$ cat src/hw/lpmc_pkg.sv
package lpmc_pkg;

    typedef enum logic [1:0] {
        LPMC_RUN     = 2'b00,
        LPMC_WAIT    = 2'b01,
        LPMC_STOP    = 2'b10,
        LPMC_RECOVER = 2'b11
    } lpmc_mode_t;

    // Register byte addresses
    localparam logic [3:0] LPMC_OFS_CTRL   = 4'h0;
    localparam logic [3:0] LPMC_OFS_CLKGEN = 4'h4;
    localparam logic [3:0] LPMC_OFS_STATUS = 4'h8;
    localparam logic [3:0] LPMC_OFS_WDOG   = 4'hC;

    // Control register fields
    localparam int LPMC_CTRL_STOP_EN   = 0;
    localparam int LPMC_CTRL_OSC_RUN   = 1;
    localparam int LPMC_CTRL_SHORT_REC = 2;
    localparam int LPMC_CTRL_EXT_MASK  = 3;
    localparam int LPMC_CTRL_KPD_MASK  = 4;
    localparam int LPMC_CTRL_BRK_EN    = 5;
    localparam int LPMC_CTRL_LVI_EN    = 6;
    localparam int LPMC_CTRL_LVI_RST   = 7;
    localparam int LPMC_CTRL_WDOG_EN   = 8;
    localparam int LPMC_CTRL_W         = 9;
    localparam logic [8:0] LPMC_CTRL_RST = 9'h0D8;

    // Clock generator register fields
    localparam int LPMC_CG_CM_ON   = 0;
    localparam int LPMC_CG_CM_IE   = 1;
    localparam int LPMC_CG_CM_FLAG = 2;
    localparam int LPMC_CG_EXT_STB = 3;
    localparam int LPMC_CG_INT_STB = 4;
    localparam int LPMC_CG_SET_LO  = 5;
    localparam int LPMC_CG_SET_W   = 21;
    localparam logic [20:0] LPMC_CG_SET_RST = 21'h004022;

    // Status register fields
    localparam int LPMC_ST_BRK_FLAG = 2;
    localparam int LPMC_ST_MASK     = 3;

    // Stop recovery in reference clock cycles
    localparam int LPMC_REC_W = 13;
    localparam logic [12:0] LPMC_REC_LONG  = 13'h1000;
    localparam logic [12:0] LPMC_REC_SHORT = 13'h0020;

    localparam int LPMC_WDOG_PRE_W = 8;
    localparam int LPMC_WDOG_CNT_W = 8;
    localparam int LPMC_NPIN       = 3;

endpackage : lpmc_pkg

$ cat src/hw/lpmc_low_power_ctrl.sv
// Local design decisions: the AHB-Lite register port and the placing of the registers.
`timescale 1ns/1ns
`default_nettype none
module lpmc_low_power_ctrl (
    input  wire logic        core_clk,         // 25 MHz clock, also reference
    input  wire logic        nrst,             // Async reset, active low
    input  wire logic        ce,               // Clock enable, freezes state
    input  wire logic        hsel,             // AHB slave select
    input  wire logic [31:0] haddr,            // AHB address
    input  wire logic [1:0]  htrans,           // AHB transfer type
    input  wire logic        hwrite,           // AHB write
    input  wire logic [2:0]  hsize,            // AHB size
    input  wire logic [31:0] hwdata,           // AHB write data
    input  wire logic        hready,           // AHB bus ready
    output logic             hreadyout,        // AHB slave ready
    output logic             hresp,            // AHB response, always OKAY
    output logic [31:0]      hrdata,           // AHB read data
    input  wire logic        waitExec,         // CPU executes wait, pulse
    input  wire logic        stopExec,         // CPU executes stop, pulse
    input  wire logic        maskSetReq,       // CPU sets interrupt mask, pulse
    input  wire logic        extIrqPin,        // External interrupt request, async
    input  wire logic        keypadIrqPin,     // Keypad interrupt request, async
    input  wire logic        lviLowPin,        // Supply below trip, async
    input  wire logic        breakMatch,       // Breakpoint match, level
    input  wire logic        clkGenIrq,        // Enabled clock generator irq
    input  wire logic        asyncSerialIrq,   // Enabled async serial irq
    input  wire logic        syncSerialIrq,    // Enabled sync serial irq
    input  wire logic        timebaseIrq,      // Enabled timebase irq
    input  wire logic        extOscReady,      // External clock stable
    input  wire logic        intOscReady,      // Internal clock stable
    input  wire logic        clkMonFault,      // Clock monitor fault
    output logic             cpuClkEn,         // CPU clock enable
    output logic             busClkEn,         // Bus clock enable
    output logic             refClkEn,         // Reference clock enable
    output logic             wdogClkEn,        // Watchdog clock enable
    output logic             tbClkEn,          // Timebase clock enable
    output logic             breakUnitEn,      // Breakpoint unit enable
    output logic             asyncSerialEn,    // Async serial run enable
    output logic             syncSerialEn,     // Sync serial run enable
    output logic             syncSerialAbort,  // Sync serial abort pulse
    output logic             lviActive,        // Voltage monitor powered
    output logic             irqMask,          // CPU interrupt mask
    output logic             clkMonOn,         // Clock monitor enable
    output logic             clkMonIrq,        // Clock monitor interrupt
    output logic             wakeReq,          // Wake pulse
    output logic             sysResetReq       // System reset request
);

    typedef struct packed {
        lpmc_pkg::lpmc_mode_t                  mode;
        logic [lpmc_pkg::LPMC_CTRL_W-1:0]      ctrl;
        logic                                  clock_monitor_on;
        logic                                  clock_monitor_irq_enable;
        logic                                  cmFlag;
        logic                                  extStb;
        logic                                  intStb;
        logic [lpmc_pkg::LPMC_CG_SET_W-1:0]    cgSet;
        logic                                  brkFlag;
        logic                                  mask;
        logic [lpmc_pkg::LPMC_REC_W-1:0]       recCnt;
        logic [lpmc_pkg::LPMC_WDOG_PRE_W-1:0]  wdPre;
        logic [lpmc_pkg::LPMC_WDOG_CNT_W-1:0]  wdCnt;
        logic [lpmc_pkg::LPMC_NPIN-1:0]        sy1;
        logic [lpmc_pkg::LPMC_NPIN-1:0]        sy2;
        logic [lpmc_pkg::LPMC_NPIN-1:0]        sy3;
        logic [lpmc_pkg::LPMC_NPIN-1:0]        pin;
        logic                                  apValid;
        logic                                  apWrite;
        logic [3:0]                            apAddr;
        logic [31:0]                           rdata;
        logic                                  wake;
        logic                                  rstReq;
        logic                                  abort;
        logic                                  cpuEn;
        logic                                  busEn;
        logic                                  refEn;
        logic                                  wdEn;
        logic                                  brkEn;
        logic                                  serEn;
    } lpmc_state_t;

    lpmc_state_t s;
    lpmc_state_t next_s;

    logic [lpmc_pkg::LPMC_NPIN-1:0] rawPins;
    logic [lpmc_pkg::LPMC_NPIN-1:0] pinSettled;
    logic                           extReq;
    logic                           kpdReq;
    logic                           lviTrip;
    logic                           wdTimeout;
    logic                           wakeWait;
    logic                           wakeStop;
    logic                           brkEnable;
    logic                           oscRun;
    logic                           stopEntry;
    logic                           busWr;
    logic [31:0]                    regView;

    assign rawPins = {lviLowPin, keypadIrqPin, extIrqPin};

    // Pin inputs settle only when second and third stage agree
    genvar gi;
    for (gi = 0; gi < lpmc_pkg::LPMC_NPIN; gi++) begin : g_pin
        assign pinSettled[gi] = (s.sy2[gi] == s.sy3[gi]) ? s.sy3[gi] : s.pin[gi];
    end

    assign oscRun    = s.ctrl[lpmc_pkg::LPMC_CTRL_OSC_RUN];
    assign brkEnable = s.ctrl[lpmc_pkg::LPMC_CTRL_BRK_EN];
    assign extReq    = s.pin[0] & ~s.ctrl[lpmc_pkg::LPMC_CTRL_EXT_MASK];
    assign kpdReq    = s.pin[1] & ~s.ctrl[lpmc_pkg::LPMC_CTRL_KPD_MASK];
    // Monitor tracks the supply in every mode while enabled
    assign lviTrip   = s.pin[2] & s.ctrl[lpmc_pkg::LPMC_CTRL_LVI_EN]
                     & s.ctrl[lpmc_pkg::LPMC_CTRL_LVI_RST];
    assign wdTimeout = s.ctrl[lpmc_pkg::LPMC_CTRL_WDOG_EN] & (&s.wdCnt)
                     & (&s.wdPre);

    // Wait wakes from any enabled peripheral interrupt
    assign wakeWait = extReq | kpdReq | (brkEnable & breakMatch)
                    | clkGenIrq
                    | asyncSerialIrq
                    | syncSerialIrq
                    | timebaseIrq;
    // Clock generator interrupts deliberately excluded from stop wake
    assign wakeStop = extReq | kpdReq | (brkEnable & breakMatch)
                    | (oscRun & timebaseIrq);

    assign stopEntry = (s.mode == lpmc_pkg::LPMC_RUN) & stopExec
                     & s.ctrl[lpmc_pkg::LPMC_CTRL_STOP_EN];

    assign busWr = s.apValid & s.apWrite;

    always_comb begin
        regView = 32'h0000_0000;
        unique case (haddr[3:0])
            lpmc_pkg::LPMC_OFS_CTRL: begin
                regView[lpmc_pkg::LPMC_CTRL_W-1:0] = s.ctrl;
            end
            lpmc_pkg::LPMC_OFS_CLKGEN: begin
                regView[lpmc_pkg::LPMC_CG_CM_ON]   = s.clock_monitor_on;
                regView[lpmc_pkg::LPMC_CG_CM_IE]   = s.clock_monitor_irq_enable;
                regView[lpmc_pkg::LPMC_CG_CM_FLAG] = s.cmFlag;
                regView[lpmc_pkg::LPMC_CG_EXT_STB] = s.extStb;
                regView[lpmc_pkg::LPMC_CG_INT_STB] = s.intStb;
                regView[25:5]                      = s.cgSet;
            end
            lpmc_pkg::LPMC_OFS_STATUS: begin
                regView[1:0]                        = s.mode;
                regView[lpmc_pkg::LPMC_ST_BRK_FLAG] = s.brkFlag;
                regView[lpmc_pkg::LPMC_ST_MASK]     = s.mask;
            end
            lpmc_pkg::LPMC_OFS_WDOG: begin
                regView[lpmc_pkg::LPMC_WDOG_CNT_W-1:0] = s.wdCnt;
            end
            default: begin
                regView = 32'h0000_0000;
            end
        endcase
    end

    always_comb begin
        next_s.mode    = s.mode;
        next_s.ctrl    = s.ctrl;
        next_s.clock_monitor_on    = s.clock_monitor_on;
        next_s.clock_monitor_irq_enable    = s.clock_monitor_irq_enable;
        next_s.cmFlag  = s.cmFlag;
        next_s.extStb  = s.extStb | extOscReady;
        next_s.intStb  = s.intStb | intOscReady;
        next_s.cgSet   = s.cgSet;
        next_s.brkFlag = s.brkFlag;
        next_s.mask    = s.mask | maskSetReq;
        next_s.recCnt  = s.recCnt;
        next_s.wdPre   = s.wdPre;
        next_s.wdCnt   = s.wdCnt;
        next_s.sy1     = rawPins;
        next_s.sy2     = s.sy1;
        next_s.sy3     = s.sy2;
        // Only the single state process writes the copy
        next_s.pin     = pinSettled;
        next_s.apValid = hsel & hready & htrans[1] & (haddr[1:0] == 2'b00)
                       & (hsize == 3'b010);
        next_s.apWrite = hwrite;
        next_s.apAddr  = haddr[3:0];
        next_s.rdata   = (hsel & hready & ~hwrite) ? regView : s.rdata;
        next_s.wake    = 1'b0;
        next_s.abort   = 1'b0;

        // Register writes in the data phase
        if (busWr) begin
            unique case (s.apAddr)
                lpmc_pkg::LPMC_OFS_CTRL: begin
                    next_s.ctrl = hwdata[lpmc_pkg::LPMC_CTRL_W-1:0];
                end
                lpmc_pkg::LPMC_OFS_CLKGEN: begin
                    next_s.clock_monitor_on  = hwdata[lpmc_pkg::LPMC_CG_CM_ON];
                    next_s.clock_monitor_irq_enable  = hwdata[lpmc_pkg::LPMC_CG_CM_IE];
                    next_s.cgSet = hwdata[25:5];
                    if (hwdata[lpmc_pkg::LPMC_CG_CM_FLAG]) begin
                        next_s.cmFlag = 1'b0;
                    end
                end
                lpmc_pkg::LPMC_OFS_STATUS: begin
                    if (hwdata[lpmc_pkg::LPMC_ST_BRK_FLAG]) begin
                        next_s.brkFlag = 1'b0;
                    end
                end
                lpmc_pkg::LPMC_OFS_WDOG: begin
                    next_s.wdCnt = '0;
                    next_s.wdPre = '0;
                end
                default: begin
                    next_s.ctrl = s.ctrl;
                end
            endcase
        end

        // Hardware sets placed after the register write clears so a coincident event wins over a write
        if (s.clock_monitor_on & clkMonFault) begin
            next_s.cmFlag = 1'b1;
        end

        // Watchdog counts whenever its clock runs, wait included
        if (s.wdEn & s.ctrl[lpmc_pkg::LPMC_CTRL_WDOG_EN]
            & ~(busWr & (s.apAddr == lpmc_pkg::LPMC_OFS_WDOG))) begin
            next_s.wdPre = s.wdPre + 1'b1;
            if (&s.wdPre) begin
                next_s.wdCnt = s.wdCnt + 1'b1;
            end
        end

        unique case (s.mode)
            lpmc_pkg::LPMC_RUN: begin
                if (waitExec) begin
                    next_s.mode = lpmc_pkg::LPMC_WAIT;
                    next_s.mask = 1'b0;
                end else if (stopEntry) begin
                    next_s.mode  = lpmc_pkg::LPMC_STOP;
                    next_s.mask  = 1'b0;
                    next_s.wdPre = '0;
                    // Settings in cgSet untouched across stop
                    if (~oscRun) begin
                        next_s.extStb = 1'b0;
                        next_s.intStb = 1'b0;
                        next_s.clock_monitor_on   = 1'b0;
                        next_s.clock_monitor_irq_enable   = 1'b0;
                        next_s.cmFlag = 1'b0;
                    end
                end
            end
            lpmc_pkg::LPMC_WAIT: begin
                if (wakeWait) begin
                    // Mask left clear on interrupt exit
                    next_s.mode = lpmc_pkg::LPMC_RUN;
                    next_s.wake = 1'b1;
                    if (brkEnable & breakMatch) begin
                        next_s.brkFlag = 1'b1;
                    end
                end
            end
            lpmc_pkg::LPMC_STOP: begin
                next_s.wdPre = '0;
                if (~oscRun) begin
                    next_s.extStb = 1'b0;
                    next_s.intStb = 1'b0;
                end
                if (wakeStop) begin
                    next_s.mode   = lpmc_pkg::LPMC_RECOVER;
                    next_s.recCnt = s.ctrl[lpmc_pkg::LPMC_CTRL_SHORT_REC]
                                  ? lpmc_pkg::LPMC_REC_SHORT
                                  : lpmc_pkg::LPMC_REC_LONG;
                    if (brkEnable & breakMatch) begin
                        next_s.brkFlag = 1'b1;
                    end
                end
            end
            lpmc_pkg::LPMC_RECOVER: begin
                next_s.recCnt = s.recCnt - 1'b1;
                if (s.recCnt == 13'h0001) begin
                    next_s.mode = lpmc_pkg::LPMC_RUN;
                    next_s.wake = 1'b1;
                end
            end
        endcase

        // A reset request ends any mode; the device reset then sets the mask
        next_s.rstReq = lviTrip | wdTimeout;
        if ((lviTrip | wdTimeout) & ~s.rstReq
            & ((s.mode == lpmc_pkg::LPMC_STOP) | (s.mode == lpmc_pkg::LPMC_RECOVER))) begin
            next_s.abort = 1'b1;
        end

        // Clock gating derived from the mode being entered
        next_s.cpuEn = (next_s.mode == lpmc_pkg::LPMC_RUN);
        next_s.busEn = (next_s.mode == lpmc_pkg::LPMC_RUN)
                     | (next_s.mode == lpmc_pkg::LPMC_WAIT)
                     | ((next_s.mode == lpmc_pkg::LPMC_STOP)
                        & next_s.ctrl[lpmc_pkg::LPMC_CTRL_OSC_RUN]);
        next_s.refEn = ~((next_s.mode == lpmc_pkg::LPMC_STOP)
                         & ~next_s.ctrl[lpmc_pkg::LPMC_CTRL_OSC_RUN]);
        next_s.wdEn  = (next_s.mode == lpmc_pkg::LPMC_RUN)
                     | (next_s.mode == lpmc_pkg::LPMC_WAIT);
        next_s.brkEn = next_s.ctrl[lpmc_pkg::LPMC_CTRL_BRK_EN]
                     & (next_s.mode != lpmc_pkg::LPMC_STOP);
        next_s.serEn = (next_s.mode == lpmc_pkg::LPMC_RUN)
                     | (next_s.mode == lpmc_pkg::LPMC_WAIT);
    end

    always_ff @(posedge core_clk or negedge nrst) begin
        if (!nrst) begin
            s         <= '0;
            s.mode    <= lpmc_pkg::LPMC_RUN;
            s.ctrl    <= lpmc_pkg::LPMC_CTRL_RST;
            s.cgSet   <= lpmc_pkg::LPMC_CG_SET_RST;
            s.mask    <= 1'b1;
            s.cpuEn   <= 1'b1;
            s.busEn   <= 1'b1;
            s.refEn   <= 1'b1;
            s.wdEn    <= 1'b1;
            s.serEn   <= 1'b1;
        end else if (ce) begin
            s <= next_s;
        end
    end

    // Stall the bus while frozen so no transfer is lost
    assign hreadyout       = ce;
    assign hresp           = 1'b0;
    assign hrdata          = s.rdata;
    assign cpuClkEn        = s.cpuEn;
    assign busClkEn        = s.busEn;
    assign refClkEn        = s.refEn;
    assign wdogClkEn       = s.wdEn;
    assign tbClkEn         = s.busEn;
    assign breakUnitEn     = s.brkEn;
    assign asyncSerialEn   = s.serEn;
    assign syncSerialEn    = s.serEn;
    assign syncSerialAbort = s.abort;
    assign lviActive       = s.ctrl[lpmc_pkg::LPMC_CTRL_LVI_EN];
    assign irqMask         = s.mask;
    assign clkMonOn        = s.clock_monitor_on;
    assign clkMonIrq       = s.clock_monitor_irq_enable & s.cmFlag;
    assign wakeReq         = s.wake;
    assign sysResetReq     = s.rstReq;

endmodule : lpmc_low_power_ctrl
`default_nettype wire

$ cat config.mk
export PLATFORM = sky130hd
export DESIGN_NAME = lpmc_low_power_ctrl
export DESIGN_NICKNAME = d
export VERILOG_FILES = /design/src/hw/lpmc_pkg.sv /design/src/hw/lpmc_low_power_ctrl.sv
export SDC_FILE = /design/constraint.sdc
export NUM_CORES = 1
export LEC_CHECK = 0
export BUFFER_PORTS_ARGS = -buffer_cell sky130_fd_sc_hd__buf_2
export CORE_MARGIN = 2
export CORE_UTILIZATION = 40
export DETAILED_ROUTE_END_ITERATION = 8
export PLACE_DENSITY = 0.58
export SYNTH_ARGS = -nofsm -noshare
export SYNTH_HDL_FRONTEND = slang
export SYNTH_SLANG_ARGS = --single-unit
$ cat constraint.sdc
create_clock -name core_clk -period 3.5 [get_ports core_clk]
set_clock_uncertainty 0.15 [all_clocks]
set_input_delay 0.35 -clock core_clk [delete_from_list [all_inputs] [get_ports core_clk]]
set_output_delay 0.35 -clock core_clk [all_outputs]
set_load 0.02 [all_outputs]
* Word-level counts from Yosys, hierarchy flattened *
Index checks and enable logic that the tools add are counted.

storage, ports and cells
  register bits = 120
  input bits = 89

cells by class
  add/subtract/negate cells = 3
  multiplexer cells = 45
  reduce and logical (&&, ||, !) cells = 15
  equality and inequality tests = 18
  bitwise gates (word level) = 47

operators with widths
  operator                                                               count
  16-bit 2-to-1 mux                                                      3
  1-bit bitwise AND                                                      26
  13-bit 2-to-1 mux                                                      2
  13-bit one-hot mux with 2 select lines                                 1
  8-bit 2-to-1 mux                                                       3
  17-bit 2-to-1 mux                                                      1
  8-bit by 1-bit adder with 8-bit output (second input constant)         2
  4-bit == test (second input constant)                                  4
  4-bit one-hot mux with 4 select lines                                  1
  8-bit one-hot mux with 2 select lines                                  1
  8-bit AND reduction                                                    2
  5-bit 2-to-1 mux                                                       3
  1-bit 2-to-1 mux                                                       14
  1-bit OR                                                               14
  13-bit by 1-bit == test with 1-bit output (second input constant)      1
  13-bit by 1-bit subtractor with 13-bit output (second input constant)  1
  2-bit 2-to-1 mux                                                       6
  4-bit one-hot mux with 3 select lines                                  1
  9-bit 2-to-1 mux                                                       1
  3-bit AND reduction                                                    3
  4-bit by 3-bit == test with 1-bit output (second input constant)       2
  4-bit zero test                                                        2
  2-bit one-hot mux with 4 select lines                                  1
  2-bit AND reduction                                                    4
  other kinds (12)                                                       29

* Logic depth before layout (Yosys ltp) *
  word-level depth = 13
  depth in mapped cells = 8
  gate-level depth less buffers = 7

* Worst setup path after synthesis *
No wires, ideal clock.

  path type = register to register
  from = register s[76] in the netlist's numbering
  to = register s, in the netlist breakUnitEn
  stages on the path, launching flop included = 8
  data arrival time = 2.012 ns
  required time = 3.224 ns
  slack = 1.212 ns
  library setup time = 0.126 ns
  path through = dfrtp_1 inv_1 ha_1 or4b_1 o41a_1 a211o_1 a211oi_2 o2bb2ai_1

on the way
  word-level cells in the longest chain between the ends = 5

RTL lines
  element                                    RTL line                    source
  from (decl)                                lpmc_low_power_ctrl.sv:82   lpmc_state_t s;
  from (signal assigned)                     lpmc_low_power_ctrl.sv:320  s <= next_s;
  13-bit by 1-bit == test with 1-bit output  lpmc_low_power_ctrl.sv:277  if (s.recCnt == 13'h0001) begin
  2-bit 2-to-1 mux                           lpmc_low_power_ctrl.sv:277
  2-bit one-hot mux with 4 select lines      lpmc_low_power_ctrl.sv:230  unique case (s.mode)
  2-bit != test                              lpmc_low_power_ctrl.sv:302  & (next_s.mode != lpmc_pkg::LPMC_STOP);
  1-bit bitwise AND                          lpmc_low_power_ctrl.sv:302

Every way passes these cells.
A chain may end at the register's enable or synchronous reset.

* Worst setup path in the final report *
  from = register s[41] in the netlist's numbering
  to = register s[99] in the netlist's numbering

on the way
  word-level cells in the longest chain between the ends = 2

RTL lines
  element                                   RTL line                    source
  4-bit by 3-bit == test with 1-bit output  lpmc_low_power_ctrl.sv:189  unique case (s.apAddr)
  3-bit AND reduction (no source line)      --

Every way passes these cells.

==> flow_metrics.py <==
metrics = {
    "power_and_ir_drop": {
        "power.density_mw_per_mm2": 695,
        "p_total_mw": 4.82,
        "peakVddDrop_mv": 0.409,
        "cellLeakagePower_nw": 3.19,
    },
    "cts": {
        "cts_sinks": 120,
        "insertion_delay_ps": 420,
        "cts_hold_buf": 5,
        "clk_pin_slew_ps": 60,
        "htree_levels": 4,
        "ctsResizeCount": 0,
        "cts_tree": "done",
        "post-cts-setup-buffers": 0,
        "cts_buffers": 17,
        "clockBufferDepth": 2,
        "root_buffer": "clkbuf_16",
    },
    "grt": {
        "antenna_found_initial": 0,
        "grt_pass1_wl_mm": 22.8,
        "grt_pass1_vias": 4341,
        "gr-total-overflow": 0,
        "grt_max_degree": 77,
        "grt_usage_pct": 18.4,
    },
    "timing": {
        "hold_violations": 0,
        "setup_violations": 0,
        "tns_ps": 0,
        "rsz0062_at_grt": "false",
        "fin_ws_ps": 900,
        "max_freq_mhz": 385,
        "tightestPinTransition_ps": 1230,
        "min_period_ps": 2600,
        "period_share_pct": 74.3,
        "maxSlewHeadroom_pct": 18.3,
        "hold_ws_ps": 10.0,
        "slew_violations": 0,
    },
    "synth": {
        "synth_ff_type": "dfrtp_1",
        "synth_cell_type_count": 56,
        "synthMuxAreaShare_pct": 11.4,
        "synth_adder_area_share_pct": 1.71,
        "ys_ff_latch": 120,
        "yosys_warnings": 0,
        "synth-xor-area-share_pct": 0,
        "syn_area_mm2": 0.00585,
        "synth_area_per_cell_um2": 10.8,
        "seq_area_frac_synth_pct": 51.6,
        "synthArstFlopShare_pct": 100,
        "synth_compound_area_share_pct": 16.0,
        "synthCells": 542,
        "synth_top_family_by_area": "compound AO/OA/AOI/OAI gates",
        "synth_edf_count": 0,
        "synth_simple_gate_area_share_pct": 11.9,
    },
    "setup_path": {
        "rr_endpoint": "s[99]$_DFFE_PN0P_",
        "crit_slowest_cell": "or4_1",
        "required_ps": 3650,
        "crit_family": "simple AND/OR/NAND/NOR gates",
        "crit_buf_inv": 0,
        "reg2reg_slack_ps": 900,
        "cp_max_fo": 24,
        "max_stage_delay_ps": 1040,
        "end_kind": "flop",
        "crit_arrival_ps": 2750,
        "r2r_start": "s[41]$_DFFE_PN0P_",
        "start_kind": "flop",
        "critPathKind": "reg2reg",
        "r2r_cells": 3,
        "crit_chain": "nand4bb_1, or4_1, mux2_2",
    },
    "cells_and_area": {
        "final_cells": 811,
        "top_register": "s",
        "layout-drive-gt1-share_pct": 32.2,
        "largest_register_ffs": 75,
        "diodes": 0,
        "stdcell_area_mm2": 0.00694,
        "areaGrowthSynthToFinish_pct": 18.7,
        "fin_nets": 711,
        "post-route-util_pct": 48.1,
    },
    "worst_hold_path": {
        "min_from": "hwdata[15]",
        "min_path_cells": 2,
        "holdPathEnd": "s[100]$_DFFE_PN0P_",
        "hold_path_class": "in2reg",
    },
    "die": {
        "dieArea_mm2": 0.0156,
        "die_h_um": 125,
        "num_rows": 44,
        "io-pin-count": 138,
        "coreArea_mm2": 0.0144,
        "chipWidth_um": 125,
        "initial_utilization_pct": 40.5,
    },
    "routing": {
        "vias": 4387,
        "drc_errors": 0,
        "postRouteAntennaNets": 0,
        "first_iter_violations": 291,
        "vias_per_cell": 5.41,
        "routedWlPerCell_um": 17.0,
        "wirelength_mm": 13.8,
        "firstDrtPassIters": 4,
    },
    "outcome": {
        "outcome": "completed",
    },
    "placement": {
        "dp_hpwl_mm": 9.43,
        "port_buffers": 95,
        "dp.cells": 774,
        "gp_congestion": 0.793,
        "dpl_cell_area_mm2": 0.00627,
        "pre_cts_slack_ps": 816,
    },
    "job": {
        "maxCapViolCount": 0,
    },
}
==> cell usage after synthesis, drive strengths merged (4+ instances only) <==
cell    number  area, um^2
a31oi        4        25.0
mux2i        5        50.1
a22o        22         193
nand3       15        75.1
o31ai        4        30.0
nand4        4        25.0
nor3        15        75.1
o21ai       53         265
inv         18        67.6
a22oi        4        30.0
or3          7        43.8
dfstp       12         315
nor2        26        97.6
o41ai        4        35.0
mux4         4        90.1
a21oi       24         120
buf         39         285
nand2b       6        37.5
mux2        47         529
ha           8         100
dfrtp      108        2700
nand2       48         180
clkbuf      19        71.3
o31a         4        35.0
or4          4        33.8
==> layout by cell type (no fill, tap or decap), types with 7 or more instances in the layout <==
cell type,synthesis,routed
a21oi_1,24,24
a22o_1,22,22
buf_2,0,94
clkbuf_16,0,17
conb_1,1,7
dfrtp_1,108,108
dfstp_2,12,12
ha_1,8,8
inv_1,18,18
mux2_2,47,47
nand2_1,48,48
nand3_1,15,15
nor2_1,26,26
nor3_1,15,15
o21ai_0,51,51
or3_1,7,7
==> kinds of logic after synthesis <==
family,count (synthesis)
AOI/OAI and AO/OA,139
muxes,56
DFF,120
buffers and inverters,76
other,1
and+or+nand+nor,142
adders and majority gates,8
==> routing by layer <==
metal / part of all wire [%] / global-route usage [%] / vias up
li1: - / - / 2086
met1: 47 / 25.0 / 2180
met2: 47 / 28.9 / 104
met3: 3.8 / 4.38 / 17
met4: 1.7 / 6.86 / 0
met5: 0 / 0 / -
==> final cells by class <==
cell class | count | area, um^2
Tap cell | 184 | 230
Multi-Input combinational cell | 352 | 2430
Inverter | 18 | 67.6
Timing Repair Buffer | 105 | 578
Clock buffer | 17 | 425
Clock inverter | 15 | 193
Fill cell | 1370 | 7480
Sequential cell | 120 | 3020
==> worst max path at each step <==
stage	start	to	cells past startpoint
floorplan	s[76]$_DFFE_PN0P_	breakUnitEn$_DFFE_PN0P_	7
global placement	ce	hrdata[20]$_DFFE_PN0P_	6
detailed placement	ce	hrdata[11]$_DFFE_PN0P_	6
CTS	s[41]$_DFFE_PN0P_	s[107]$_DFFE_PN0P_	3
global route	s[125]$_DFFE_PN0P_	s[73]$_DFFE_PN0P_	7
finish	s[41]$_DFFE_PN0P_	s[99]$_DFFE_PN0P_	3
==> power by group <==
part	internal, mW	total [mW]	switching (mW)
logic	0.473	1.16	0.692
registers	1.62	1.83	0.214
clock network	1.14	1.82	0.687
total	3.23	4.82	1.59
Note: power is estimated with default switching activity, not from simulation.
